### src/verilog/ccsf_pkg.sv
// package: register map, field positions and constants of the clock csr flags block
package ccsf_pkg;
   localparam int          ADDR_W        = 4;
   localparam int          DATA_W        = 32;
   // byte addresses of the registers
   localparam logic [3:0]  CSR_OFFS      = 4'h0;
   localparam logic [3:0]  PRESET_OFFS   = 4'h4;
   localparam logic [3:0]  IRQ_STAT_OFFS = 4'h8;
   localparam logic [3:0]  IRQ_MASK_OFFS = 4'hC;
   // clock_control_status field positions
   localparam int          START_BIT     = 0;
   localparam int          WRAPIE_BIT    = 6;
   localparam int          WRAPF_BIT     = 7;
   localparam int          SIM1_BIT      = 8;
   localparam int          SIM2_BIT      = 9;
   localparam int          OSCSTEP_BIT   = 10;
   localparam int          OSCDIS_BIT    = 11;
   localparam int          OVERRUN_BIT   = 12;
   localparam int          ARM2_BIT      = 13;
   localparam int          T2IE_BIT      = 14;
   localparam int          T2F_BIT       = 15;
   localparam logic [15:0] CSR_RESET     = 16'h0000;
   localparam logic [15:0] CSR_WMASK     = 16'hF8C1;
   // interrupt status bits
   localparam int          EV_WRAP       = 0;
   localparam int          EV_TRIG2      = 1;
   localparam int          EV_OVERRUN    = 2;
   localparam int          EV_N          = 3;
   localparam logic [2:0]  EV_RESET      = 3'h0;
   // oscillator rate versus device clock
   localparam int          CLK_HZ        = 25_000_000;
   localparam int          OSC_HZ        = 10_000_000;
   // one oscillator tick per this many device clocks, rounded down
   localparam int          OSC_DIV       = (CLK_HZ / OSC_HZ < 1) ? 1 : CLK_HZ / OSC_HZ;
   localparam logic [1:0]  OSC_DIV_M1    = 2'(OSC_DIV - 1);

   typedef struct packed {
      logic        cyc;
      logic        stb;
      logic        we;
      logic [3:0]  sel;
      logic [3:0]  adr;
      logic [31:0] dat;
   } ccsf_wb_req_t;

   typedef struct packed {
      logic        ack;
      logic [31:0] dat;
   } ccsf_wb_rsp_t;

   typedef enum logic [1:0] {
      IRQ_NONE  = 2'b01,
      IRQ_WRAP  = 2'b10
   } ccsf_irqsel_t;
endpackage : ccsf_pkg

### src/verilog/ccsf_top.sv
// clock csr flag/maintenance block with wishbone slave and 16-bit counter
//
// Implementation choices: register access over Wishbone and the placing of the registers.
`timescale 1ns/1ps
module ccsf_top #(
   parameter int CNT_W = 16
) (
   input  wire logic                 clk,
   input  wire logic                 sys_rst,
   input  wire ccsf_pkg::ccsf_wb_req_t wbReq,
   output      ccsf_pkg::ccsf_wb_rsp_t wbRsp,
   input  wire logic                 externalTrigger1,
   input  wire logic                 externalTrigger2,
   output      logic                 irq,
   output      logic                 wrapIrqReq,
   output      logic                 trigger2IrqReq,
   output      logic [CNT_W-1:0]     countValue
);
   import ccsf_pkg::*;

   logic [15:0]      csr_ff;
   logic [15:0]      nxt_csr;
   logic [CNT_W-1:0] preset_ff;
   logic [CNT_W-1:0] cnt_ff;
   logic [CNT_W-1:0] nxt_cnt;
   logic [1:0]       div_ff;
   logic             ack_ff;
   logic [31:0]      rdat_ff;
   logic             startPrev_ff;
   logic [EV_N-1:0]  evStat_ff;
   logic [EV_N-1:0]  evMask_ff;
   logic             simStep_ff;
   logic             simTrig1_ff;
   logic             simTrig2_ff;

   // bus decode
   wire busReq   = wbReq.cyc && wbReq.stb && !ack_ff;
   wire selCsr   = (wbReq.adr == CSR_OFFS);
   wire selPre   = (wbReq.adr == PRESET_OFFS);
   wire selStat  = (wbReq.adr == IRQ_STAT_OFFS);
   wire selMask  = (wbReq.adr == IRQ_MASK_OFFS);
   wire wrStb    = busReq && wbReq.we;
   wire wrCsr    = wrStb && selCsr;
   wire wrPre    = wrStb && selPre;
   wire wrStat   = wrStb && selStat;
   wire wrMask   = wrStb && selMask;

   function automatic logic [15:0] laneMerge(input logic [15:0] old, input logic [31:0] d,
                                             input logic [3:0] s);
      laneMerge = {s[1] ? d[15:8] : old[15:8], s[0] ? d[7:0] : old[7:0]};
   endfunction : laneMerge

   wire [15:0] csrWr  = laneMerge(csr_ff, wbReq.dat, wbReq.sel);
   // simulate bits fire only for lanes actually written
   wire        hiLane = wbReq.sel[1];
   // one pulse per bus transfer: busReq is gated off by ack_ff
   wire simStep  = wrCsr && hiLane && wbReq.dat[OSCSTEP_BIT];
   wire simTrig2 = wrCsr && hiLane && wbReq.dat[SIM2_BIT];
   wire simTrig1 = wrCsr && hiLane && wbReq.dat[SIM1_BIT];

   wire start     = csr_ff[START_BIT];
   wire startRise = start && !startPrev_ff;
   wire oscDis    = csr_ff[OSCDIS_BIT];

   // internal 10 MHz tick approximated by a divider of the device clock
   wire oscTick  = (div_ff == OSC_DIV_M1) && !oscDis;
   wire cntStep  = oscTick || simStep_ff;
   wire wrapEv   = start && cntStep && (cnt_ff == {CNT_W{1'b1}});
   wire trig2Ev  = (externalTrigger2 || simTrig2_ff)
                   && (start || csr_ff[ARM2_BIT]);
   wire trig1Ev  = externalTrigger1 || simTrig1_ff;
   wire overrunEv = (wrapEv && csr_ff[WRAPF_BIT])
                    || (trig2Ev && csr_ff[T2F_BIT]);

   always_comb begin
      nxt_csr = csr_ff;
      if (wrCsr) begin
         nxt_csr = csrWr & CSR_WMASK;
         // flags only clear by write; writing one keeps value
         nxt_csr[WRAPF_BIT] = csr_ff[WRAPF_BIT] & csrWr[WRAPF_BIT];
         nxt_csr[T2F_BIT]   = csr_ff[T2F_BIT] & csrWr[T2F_BIT];
         nxt_csr[OVERRUN_BIT] = csr_ff[OVERRUN_BIT] & csrWr[OVERRUN_BIT];
      end
      if (startRise) begin
         nxt_csr[WRAPF_BIT]   = 1'b0;
         nxt_csr[OVERRUN_BIT] = 1'b0;
      end
      // hardware sets win over any clear
      if (wrapEv) begin
         nxt_csr[WRAPF_BIT] = 1'b1;
      end
      if (trig2Ev) begin
         nxt_csr[T2F_BIT] = 1'b1;
      end
      if (overrunEv) begin
         nxt_csr[OVERRUN_BIT] = 1'b1;
      end
   end

   always_comb begin
      if (!start) begin
         nxt_cnt = '0;
      end else if (cntStep) begin
         nxt_cnt = cnt_ff + 1'b1;
      end else begin
         nxt_cnt = cnt_ff;
      end
   end

   // interrupt requests are levels, so clearing a flag withdraws them
   wire wrapReq  = csr_ff[WRAPF_BIT] && csr_ff[WRAPIE_BIT];
   wire trig2Req = csr_ff[T2F_BIT] && csr_ff[T2IE_BIT];
   wire ccsf_irqsel_t irqSel = wrapReq ? IRQ_WRAP : IRQ_NONE;
   assign wrapIrqReq     = (irqSel == IRQ_WRAP);
   assign trigger2IrqReq = trig2Req && (irqSel != IRQ_WRAP);
   assign irq        = |(evStat_ff & evMask_ff);
   assign countValue = cnt_ff;

   wire [EV_N-1:0] evIn = {overrunEv, trig2Ev, wrapEv};
   wire [EV_N-1:0] evClr = wrStat ? wbReq.dat[EV_N-1:0] : '0;

   wire [31:0] rdMux = selCsr  ? {16'h0000, csr_ff} :
                       selPre  ? {{(32-CNT_W){1'b0}}, preset_ff} :
                       selStat ? {{(32-EV_N){1'b0}}, evStat_ff} :
                       selMask ? {{(32-EV_N){1'b0}}, evMask_ff} : 32'h0000_0000;

   always_ff @(posedge clk) begin
      if (sys_rst) begin
         csr_ff       <= CSR_RESET;
         cnt_ff       <= '0;
         div_ff       <= '0;
         startPrev_ff <= 1'b0;
         simStep_ff   <= 1'b0;
         simTrig1_ff  <= 1'b0;
         simTrig2_ff  <= 1'b0;
      end else begin
         csr_ff       <= nxt_csr;
         cnt_ff       <= nxt_cnt;
         div_ff       <= (div_ff == OSC_DIV_M1) ? 2'd0 : div_ff + 2'd1;
         startPrev_ff <= start;
         simStep_ff   <= simStep;
         simTrig1_ff  <= simTrig1;
         simTrig2_ff  <= simTrig2;
      end
   end

   // preset register loads the counter on start in a fuller design
   always_ff @(posedge clk) begin
      if (sys_rst) begin
         preset_ff <= '0;
      end else if (wrPre) begin
         preset_ff <= wbReq.dat[CNT_W-1:0];
      end
   end

   genvar gi;
   generate
      for (gi = 0; gi < EV_N; gi++) begin : g_ev
         always_ff @(posedge clk) begin
            if (sys_rst) begin
               evStat_ff[gi] <= EV_RESET[gi];
               evMask_ff[gi] <= EV_RESET[gi];
            end else begin
               // set wins over write-one-to-clear
               evStat_ff[gi] <= evIn[gi] | (evStat_ff[gi] & ~evClr[gi]);
               if (wrMask && wbReq.sel[0]) begin
                  evMask_ff[gi] <= wbReq.dat[gi];
               end
            end
         end
      end
   endgenerate

   always_ff @(posedge clk) begin
      if (sys_rst) begin
         ack_ff  <= 1'b0;
         rdat_ff <= 32'h0000_0000;
      end else begin
         ack_ff  <= busReq;
         rdat_ff <= busReq ? rdMux : rdat_ff;
      end
   end

   assign wbRsp.ack = ack_ff;
   assign wbRsp.dat = rdat_ff;

   // trigger 1 has no sink here beyond the status-free event; kept for rate source
   logic trig1Seen_ff;
   always_ff @(posedge clk) begin
      if (sys_rst) begin
         trig1Seen_ff <= 1'b0;
      end else begin
         trig1Seen_ff <= trig1Ev;
      end
   end

   wrap_sets_flag_a: assert property (@(posedge clk) disable iff (sys_rst)
      wrapEv |=> csr_ff[WRAPF_BIT]) else $error("wrap flag not set");
   overrun_wrap_a: assert property (@(posedge clk) disable iff (sys_rst)
      (wrapEv && csr_ff[WRAPF_BIT]) |=> csr_ff[OVERRUN_BIT]) else $error("overrun missed");
   overrun_trig2_a: assert property (@(posedge clk) disable iff (sys_rst)
      (trig2Ev && csr_ff[T2F_BIT]) |=> csr_ff[OVERRUN_BIT]) else $error("overrun t2 missed");
   start_clears_a: assert property (@(posedge clk) disable iff (sys_rst)
      (startRise && !wrapEv && !overrunEv) |=> !csr_ff[WRAPF_BIT] && !csr_ff[OVERRUN_BIT])
      else $error("start edge did not clear flags");
   sim_reads_zero_a: assert property (@(posedge clk) disable iff (sys_rst)
      csr_ff[OSCSTEP_BIT:SIM1_BIT] == 3'b000) else $error("simulate bit reads one");
   sim_one_pulse_a: assert property (@(posedge clk) disable iff (sys_rst)
      simStep_ff |=> !simStep_ff) else $error("step pulse longer than one cycle");
   osc_disabled_a: assert property (@(posedge clk) disable iff (sys_rst)
      (oscDis && start && !simStep_ff) |=> cnt_ff == $past(cnt_ff))
      else $error("counter moved with oscillator off");
   stop_zero_a: assert property (@(posedge clk) disable iff (sys_rst)
      !start |=> cnt_ff == '0) else $error("counter not zeroed");
   wrap_irq_a: assert property (@(posedge clk) disable iff (sys_rst)
      wrapIrqReq == (csr_ff[WRAPF_BIT] && csr_ff[WRAPIE_BIT])) else $error("wrap irq wrong");
   prio_a: assert property (@(posedge clk) disable iff (sys_rst)
      wrapIrqReq |-> !trigger2IrqReq) else $error("priority broken");

   // overrun flag: only the two overrun events set it, write of zero or start edge clears it
   overrun_hold_a: assert property (@(posedge clk) disable iff (sys_rst)
      (csr_ff[OVERRUN_BIT] && !wrCsr && !startRise) |=> csr_ff[OVERRUN_BIT])
      else $error("overrun flag lost");

   overrun_wrclr_a: assert property (@(posedge clk) disable iff (sys_rst)
      (wrCsr && !csrWr[OVERRUN_BIT] && !overrunEv) |=> !csr_ff[OVERRUN_BIT])
      else $error("overrun flag not cleared by write");

   overrun_cause_a: assert property (@(posedge clk) disable iff (sys_rst)
      (!csr_ff[OVERRUN_BIT] && !overrunEv) |=> !csr_ff[OVERRUN_BIT])
      else $error("overrun flag set without cause");

   // oscillator disable is a plain read/write bit gating the divider tick
   oscdis_rw_a: assert property (@(posedge clk) disable iff (sys_rst)
      (wrCsr && hiLane) |=> csr_ff[OSCDIS_BIT] == $past(wbReq.dat[OSCDIS_BIT]))
      else $error("oscillator disable not written");

   tick_blocked_a: assert property (@(posedge clk) disable iff (sys_rst)
      oscDis |-> !oscTick) else $error("tick with oscillator off");

   step_counts_a: assert property (@(posedge clk) disable iff (sys_rst)
      (start && simStep_ff) |=> cnt_ff == $past(cnt_ff) + 1'b1)
      else $error("step did not advance counter");

   step_source_a: assert property (@(posedge clk) disable iff (sys_rst)
      simStep_ff |-> $past(wrCsr)) else $error("step without program write");

   cnt_still_a: assert property (@(posedge clk) disable iff (sys_rst)
      (start && !cntStep) |=> cnt_ff == $past(cnt_ff))
      else $error("counter moved without a step");

   // each simulate write is one internal pulse of one cycle
   trig2_pulse_a: assert property (@(posedge clk) disable iff (sys_rst)
      simTrig2_ff |=> !simTrig2_ff) else $error("trigger2 pulse too long");

   trig1_pulse_a: assert property (@(posedge clk) disable iff (sys_rst)
      simTrig1_ff |=> !simTrig1_ff) else $error("trigger1 pulse too long");

   // counts step pulses since the last bus request, so a repeat shows up
   logic [1:0] stepPulses_ff;
   always_ff @(posedge clk) begin
      if (sys_rst) begin
         stepPulses_ff <= 2'd0;
      end else if (busReq) begin
         stepPulses_ff <= 2'd0;
      end else if (simStep_ff && stepPulses_ff != 2'd3) begin
         stepPulses_ff <= stepPulses_ff + 2'd1;
      end
   end

   step_once_a: assert property (@(posedge clk) disable iff (sys_rst)
      stepPulses_ff <= 2'd1) else $error("more than one step per write");

   trig1_seen_a: assert property (@(posedge clk) disable iff (sys_rst)
      (externalTrigger1 || simTrig1_ff) |=> trig1Seen_ff)
      else $error("trigger1 firing lost");

   // trigger 2 flag follows the firing only while start or arm is set
   sim2_flag_a: assert property (@(posedge clk) disable iff (sys_rst)
      (simTrig2_ff && start) |=> csr_ff[T2F_BIT]) else $error("simulated trigger2 lost");

   ext2_flag_a: assert property (@(posedge clk) disable iff (sys_rst)
      (externalTrigger2 && csr_ff[ARM2_BIT]) |=> csr_ff[T2F_BIT])
      else $error("armed trigger2 lost");

   t2_cause_a: assert property (@(posedge clk) disable iff (sys_rst)
      (!csr_ff[T2F_BIT] && !trig2Ev) |=> !csr_ff[T2F_BIT])
      else $error("trigger2 flag set without cause");

   // wrap flag: counter overflow sets it, write of zero or start edge clears it
   wrap_hold_a: assert property (@(posedge clk) disable iff (sys_rst)
      (csr_ff[WRAPF_BIT] && !wrCsr && !startRise) |=> csr_ff[WRAPF_BIT])
      else $error("wrap flag lost");

   wrap_wrclr_a: assert property (@(posedge clk) disable iff (sys_rst)
      (wrCsr && !csrWr[WRAPF_BIT] && !wrapEv) |=> !csr_ff[WRAPF_BIT])
      else $error("wrap flag not cleared by write");

   wrap_cause_a: assert property (@(posedge clk) disable iff (sys_rst)
      (!csr_ff[WRAPF_BIT] && !wrapEv) |=> !csr_ff[WRAPF_BIT])
      else $error("wrap flag set without overflow");

   wrap_drop_a: assert property (@(posedge clk) disable iff (sys_rst)
      $fell(csr_ff[WRAPF_BIT]) |-> !wrapIrqReq) else $error("request not withdrawn");

   ie_rise_a: assert property (@(posedge clk) disable iff (sys_rst)
      ($rose(csr_ff[WRAPIE_BIT]) && csr_ff[WRAPF_BIT]) |-> wrapIrqReq)
      else $error("late enable did not request");

   wrap_no_req_a: assert property (@(posedge clk) disable iff (sys_rst)
      !csr_ff[WRAPF_BIT] |-> !wrapIrqReq) else $error("request without wrap flag");

   t2_req_a: assert property (@(posedge clk) disable iff (sys_rst)
      trigger2IrqReq == (csr_ff[T2F_BIT] && csr_ff[T2IE_BIT] && !wrapIrqReq))
      else $error("trigger2 request wrong");

   // status bits are sticky copies of the events
   stat_wrap_a: assert property (@(posedge clk) disable iff (sys_rst)
      wrapEv |=> evStat_ff[EV_WRAP]) else $error("wrap status not set");

   stat_trig2_a: assert property (@(posedge clk) disable iff (sys_rst)
      trig2Ev |=> evStat_ff[EV_TRIG2]) else $error("trigger2 status not set");

   stat_overrun_a: assert property (@(posedge clk) disable iff (sys_rst)
      overrunEv |=> evStat_ff[EV_OVERRUN]) else $error("overrun status not set");

   // bus answer: one registered ack per request, one cycle long
   ack_answer_a: assert property (@(posedge clk) disable iff (sys_rst)
      busReq |=> ack_ff) else $error("request not answered");

   ack_one_a: assert property (@(posedge clk) disable iff (sys_rst)
      ack_ff |=> !ack_ff) else $error("ack longer than one cycle");
endmodule : ccsf_top

### config.mk
export PLATFORM = sky130hd
export DESIGN_NAME = ccsf_top
export DESIGN_NICKNAME = d
export VERILOG_FILES = /design/src/verilog/ccsf_pkg.sv /design/src/verilog/ccsf_top.sv
export SDC_FILE = /design/constraint.sdc
export NUM_CORES = 1
export LEC_CHECK = 0
export ABC_AREA = 0
export ABC_CLOCK_PERIOD_IN_PS = 2500
export BUFFER_PORTS_ARGS = -buffer_cell sky130_fd_sc_hd__buf_2
export CORE_AREA = 2 2 77 134
export CTS_CLUSTER_DIAMETER = 40
export DETAILED_ROUTE_END_ITERATION = 8
export DIE_AREA = 0 0 79 136
export PLACE_DENSITY = 0.56
export RECOVER_POWER = 50
export REMOVE_ABC_BUFFERS = 1
export SYNTH_ARGS = -nofsm -noshare
export SYNTH_HDL_FRONTEND = slang
export SYNTH_SLANG_ARGS = --single-unit
### constraint.sdc
create_clock -name clk -period 2.5 [get_ports clk]
set_input_delay 0.25 -clock clk [delete_from_list [all_inputs] [get_ports clk]]
set_output_delay 0.25 -clock clk [all_outputs]
set_load 0.1 [all_outputs]
After elaboration in Yosys (flattened, before gate mapping)
Cells that the tools add are included.
Cells by class
  $add $sub $neg: 2
  bitwise operators: 14
  muxes and demuxes: 14
  reductions and logical operators: 37
  eq/ne operators: 7
Operators with widths (count)
  $mux W16: 3
  $logic_and A1 B1 Y1: 21
  $add A16 B1 Y16 const B: 1
  $eq A16 B16 Y1 const B: 1
  $mux W8: 2
  $mux W3: 3
  $eq A4 B4 Y1 const B: 2
  $and A1 B1 Y1: 6
  $reduce_bool A3 Y1: 2
  $mux W1: 5
  $eq A4 B3 Y1 const B: 1
  $logic_not A4 Y1: 1
  $logic_or A1 B1 Y1: 4
  $not A1 Y1: 4
  $reduce_and A2 Y1: 2
  $reduce_or A2 Y1: 2
  $and A3 B3 Y3: 1
  $logic_not A1 Y1: 3
  $or A1 B1 Y1: 3
  $reduce_or A3 Y1: 1
  $add A2 B1 Y2 const B: 1
  $eq A2 B1 Y1 const B: 1
  $eq A2 B2 Y1 const B: 1
  $mux W2: 1
  other kinds (2): 2
Word-level totals
  bits of input ports: 47
  output and inout bits: 52
  register bits after elaboration: 84

Depth between registers and ports, before layout
  word-level depth: 8
  gate-level depth with buffers: 7
  gate-level depth less buffers: 6

Worst setup path before layout
Ideal clock, no wire load.
  path type: reg-to-output
  start: register csr_ff[6]
  end: output port trigger2IrqReq
  stages on the path, launching flop included: 3
  path slack: 0.033 ns
  data arrival time: 2.217 ns
  path through: dfxtp_1 > and2_1 > nor2_1
On the way
  cells in the longest elaborated chain, start to end: 4
Ends and longest elaborated chain
  start, declared: line ccsf_top.sv:21  | logic [15:0] csr_ff;
  start signal, assigned: line ccsf_top.sv:137  | csr_ff <= nxt_csr;
  $logic_and A1 B1 Y1: line ccsf_top.sv:111  | wire wrapReq = csr_ff[WRAPF_BIT] && csr_ff[WRAPIE_BIT];
  $mux W2: line ccsf_top.sv:113  | wire ccsf_irqsel_t irqSel = wrapReq ? IRQ_WRAP : IRQ_NONE;
  $ne A2 B2 Y1: line ccsf_top.sv:115  | assign trigger2IrqReq = trig2Req && (irqSel != IRQ_WRAP);
  $logic_and A1 B1 Y1: line ccsf_top.sv:115
  end, declared: line ccsf_top.sv:16  | output logic trigger2IrqReq,
No other way between the ends.

Worst setup path after layout
  start: register div_ff[0]
  end: register cnt_ff[15], in the netlist countValue[15]
On the way
  cells in the longest elaborated chain, start to end: 3
Ends and longest elaborated chain
  start, declared: line ccsf_top.sv:26  | logic [1:0] div_ff;
  start signal, assigned: line ccsf_top.sv:139  | div_ff <= (div_ff == OSC_DIV_M1) ? 2'd0 : div_ff + 2'd1;
  $eq A2 B1 Y1: line ccsf_top.sv:66  | wire oscTick = (div_ff == OSC_DIV_M1) && !oscDis;
  $logic_and A1 B1 Y1: line ccsf_top.sv:66
  $logic_or A1 B1 Y1: line ccsf_top.sv:67  | wire cntStep = oscTick || simStep_ff;
  end signal, assigned: line ccsf_top.sv:138  | cnt_ff <= nxt_cnt;
  end, declared: line ccsf_top.sv:24  | logic [CNT_W-1:0] cnt_ff;
No other way between the ends.
A chain may end at the register's enable or synchronous reset.

==> summary.md <==
| Metric | Value |
|---|---|
| Crit-path cells | ha_1 -> nor2b_1 -> clkbuf_1 -> o2111ai_1 -> or3_1 -> a21oi_1 |
| Power share of the clock group | between 40 and 50% |
| Final count of hold timing violations | 0 |
| Filler cell count | 1048 |
| Flop-to-flop setup slack | between 0.4 and 0.5 ns |
| Core ar. | 0.00973 sq mm |
| Static Leak | 1.34 nW |
| Global route overflow | 0 |
| CTS tree | yes |
| Crit path largest cell delay | roughly 0.42 ns |
| Fin nets | 434 |
| Post-CTS Setup Bufs | 0 |
| DR iter-0 viols | 118 |
| Clock Pin Slew Worst Setup and Hold Paths | 0.05 ns |
| Seq pwr share | 45.2% |
| Die footprint | 0.0107 sq mm |
| Routed vias/inst | 4.77 |
| CTS resizes | 0 |
| Post-route DRC | 0 |
| Gr usage total | 13.7% |
| CP endpoint kind | flip-flop |
| Clk buf depth | 2 |
| Overall power | 2.42 mW |
| Die span in y | around 140 microns |
| P per Cell Area | 693 mW/mm^2 |
| Clock sink total | 68 |
| Least-Margin Pin Slew | 1.19 ns |
| RePlAce Congestion | 0.789 |
| Ant diodes | 0 |
| Drt wl/cell | roughly 14 microns |
| Drt pass-1 iters | 4 |
| Synth unique cells | 50 |
| Sequential area share after synthesis | 46.6% |
| Final worst setup slack | 0.438 ns |
| DR vias | 2454 |
| Setup crit end | countValue[15]$_SDFFE_PP0N_ |
| Netlist Area Pre-Place | 0.00292 sq mm |
| Worst Skew | 0.00479 ns |
| Metal-1 WL | approximately 3000 microns |
| Critical Path Fanout Max | 9 |
| Post-DP HPWL | 5270 microns |
| Placed instance count | 499 |
| WP data required | 2.74 ns |
| Synthesis-to-layout area growth | 19.5% |
| H-tree depth | 3 |
| Sw Ratio | 25.1% |
| Post-synth EDFFs | 0 |
| Worst path slowest cell | or3_1 |
| Final setup fails | 0 |
| Detailed Route WL | roughly 7200 microns |
| Syn Area/Cell | around 9 sq um |
| WS Path Type | flip-flop to flip-flop |
| Worst R2R End | countValue[15]$_SDFFE_PP0N_ |
| Combinational Power Share | ~8.4% |
| Warnings from Yosys | 0 |
| Share of cells above drive strength 1 | 15.9% |
| Top sig layer | met4 |
| Critical R2R Launch | div_ff[0]$_SDFF_PP0_ |
| I/O Pins | 99 |
| Unrepaired setup endpoints after global routing | false |
| Path type of the worst min-delay path | input pin to flip-flop |
| Crit path arrival time | between 2 and 2.5 ns |
| Status | completed |
| Critical Path Stages | 6 |
| Root Driver | clkbuf_16 |
| First-pass GRT wire length | 11400 microns |
| Cell count after synthesis | 323 |
| Core occupancy in the finished layout | approximately 36% |
| #FFs+latches synth | 68 |
| Most used DFF post-synth | dfxtp_1 |
| Number of global-route vias before repair | approximately 2300 |
| Pre-CTS WS | 0.686 ns |
| Worst Path Buf+Inv | 1 |
| Maximum VDD drop | 0.000368 V |
| Met3 wire length | 457 microns |
| CP startpoint kind | flip-flop |
| Count of pins over their slew limit | 0 |
| Clk Latency, worst-skew pair | about 0.32 ns |
| Switching Power | 607 uW |
| Die Wd | 79 microns |
| Post-CTS Hold Buffers | 0 |
| IO buf count | 63 |
| Fmax | 485 MHz |
| Slew Limit Headroom | 21.1% |
| Crit path launch | div_ff[0]$_SDFF_PP0_ |
| WL met2 | 3720 microns |
| Minimum clock period | roughly 2.1 ns |
| Final Cycle Share | 82.5% |
| Max-cap violations | 0 |
| Num CTS Buffers | 9 |
| Row cnt | 48 |
| Post-route insts no fill | 514 |
| Starting density of the core | 30.0% |
| Final TNS setup | 0 ns |
| Internal | 1.81 mW |
| Largest net degree at the start of global routing | 45 |
| Initial antenna violation count | 0 |
| Crit-path leading delay family | simple AND/OR/NAND/NOR gates |
| Remaining antenna violation count | 0 |
| R2R depth | 6 |
| Synth async-reset ratio | 0% |
-- tightest hold or removal path, delay by kind of cell --
| kind | cells | cell delay (ns) |
|---|---|---|
| AOI/OAI and AO/OA | 1 | 0.05 |
| buffers and inverters | 1 | 0.10 |
| and+or+nand+nor | 1 | 0.04 |
-- power by group through the flow --
stage	Clock [mW]	Sequential, mW	Combinational, mW
after CTS	1.16	1.09	0.208
after detailed placement	0	1.12	0.208
final	1.12	1.09	0.204
after global routing	1.20	1.09	0.217
after global placement	0	1.12	0.208
after floorplan	0	1.12	0.142
-- sequential cells by signal, summed over array words and instances (netlist names) --
register,cells
ack_ff,1
countValue,16
csr_ff,8
div_ff,2
evMask_ff,3
evStat_ff,3
preset_ff,16
rdat_ff,16
simStep_ff,1
simTrig2_ff,1
startPrev_ff,1
-- cells in the final DEF (no fill, tap or decap), drive strengths merged, types with 3 or more instances in the layout --
cell     synthesis  final
dfxtp           68     68
clkbuf          11     45
nand2           43     43
buf             23     36
nor2            31     31
a21oi           27     27
conb             1     16
o21ai           12     12
and3            10     10
inv              9      9
xor2             9      9
a22oi            9      9
mux2i            8      8
a221o            6      6
o2111ai          6      6
nand4            5      5
or3              5      5
nor3             4      4
o211ai           3      3
and4             3      3
or4              3      3
clkinv           0      3
-- cell usage after synthesis, types with 2 or more instances --
master | instances | area, sq um
xor2_1 | 9 | 78.8
dfxtp_1 | 68 | 1360
nor2_1 | 31 | 116
o21ai_0 | 12 | 60.1
o211ai_1 | 3 | 22.5
nand3_1 | 2 | 10.0
buf_2 | 2 | 10.0
nor3b_1 | 2 | 15.0
or3_2 | 3 | 22.5
a221o_1 | 6 | 60.1
buf_6 | 3 | 33.8
or3_1 | 2 | 12.5
mux2i_1 | 8 | 80.1
a22o_1 | 2 | 17.5
inv_1 | 9 | 33.8
a21oi_1 | 27 | 135
or4_1 | 2 | 15.0
clkbuf_1 | 11 | 41.3
o2111ai_1 | 5 | 43.8
a22oi_1 | 9 | 67.6
and4_1 | 2 | 17.5
ha_1 | 2 | 25.0
mux2_2 | 2 | 22.5
nor3_1 | 4 | 20.0
and3_1 | 9 | 56.3
nand4_1 | 5 | 31.3
nand2_1 | 43 | 161
buf_4 | 18 | 135
-- layer usage --
| layer | vias up | track usage (%) |
|---|---|---|
| met2 | 70 | 23.4 |
| met4 | 0 | 6.32 |
| met1 | 1142 | 15.0 |
| li1 | 1234 | - |
| met3 | 8 | 4.91 |
| met5 | - | 0 |
-- cells by family after synthesis --
kind of cell / after synthesis / share of synthesized area (%)
xor+xnor: 9 / 2.70
fa+ha+maj: 2 / 0.857
other cells: 1 / 0.128
simple gates: 118 / 20.1
flops: 68 / 46.6
compound gates: 71 / 16.6
mux: 11 / 4.28
buf+inv: 43 / 8.70
-- area by class of cell --
| cell class | count | area (sq um) | area share [%] |
|---|---|---|---|
| clock inverters | 4 | 26.3 | 0.753 |
| flip-flops and latches | 68 | 1360 | 39.0 |
| inverters | 9 | 33.8 | 0.968 |
| clock buffers | 11 | 243 | 6.95 |
| repair buffers | 70 | 318 | 9.10 |
| well taps | 125 | 156 | 4.48 |
| multi-input cells | 227 | 1350 | 38.7 |
-- through the flow --
stage	instance area, sq um	hold WS [ns]
after floorplan	2760	0.319
after CTS	3550	0.158
after global placement	3280	0.414
final	3490	0.171
after global routing	3490	0.173
after detailed placement	3280	0.423
-- worst min path at each step --
stage / cells after the start / slack, ns / start / end
floorplan: 1 / 0.32 / sys_rst / csr_ff[15]$_SDFFE_PP0P_
global placement: 1 / 0.41 / div_ff[0]$_SDFF_PP0_ / div_ff[0]$_SDFF_PP0_
detailed placement: 1 / 0.42 / div_ff[0]$_SDFF_PP0_ / div_ff[0]$_SDFF_PP0_
CTS: 3 / 0.16 / wbReq[5] / preset_ff[5]$_SDFFE_PP0P_
global route: 3 / 0.17 / wbReq[5] / preset_ff[5]$_SDFFE_PP0P_
finish: 3 / 0.17 / wbReq[5] / preset_ff[5]$_SDFFE_PP0P_
No activity file was read; power rests on OpenSTA's default activity.
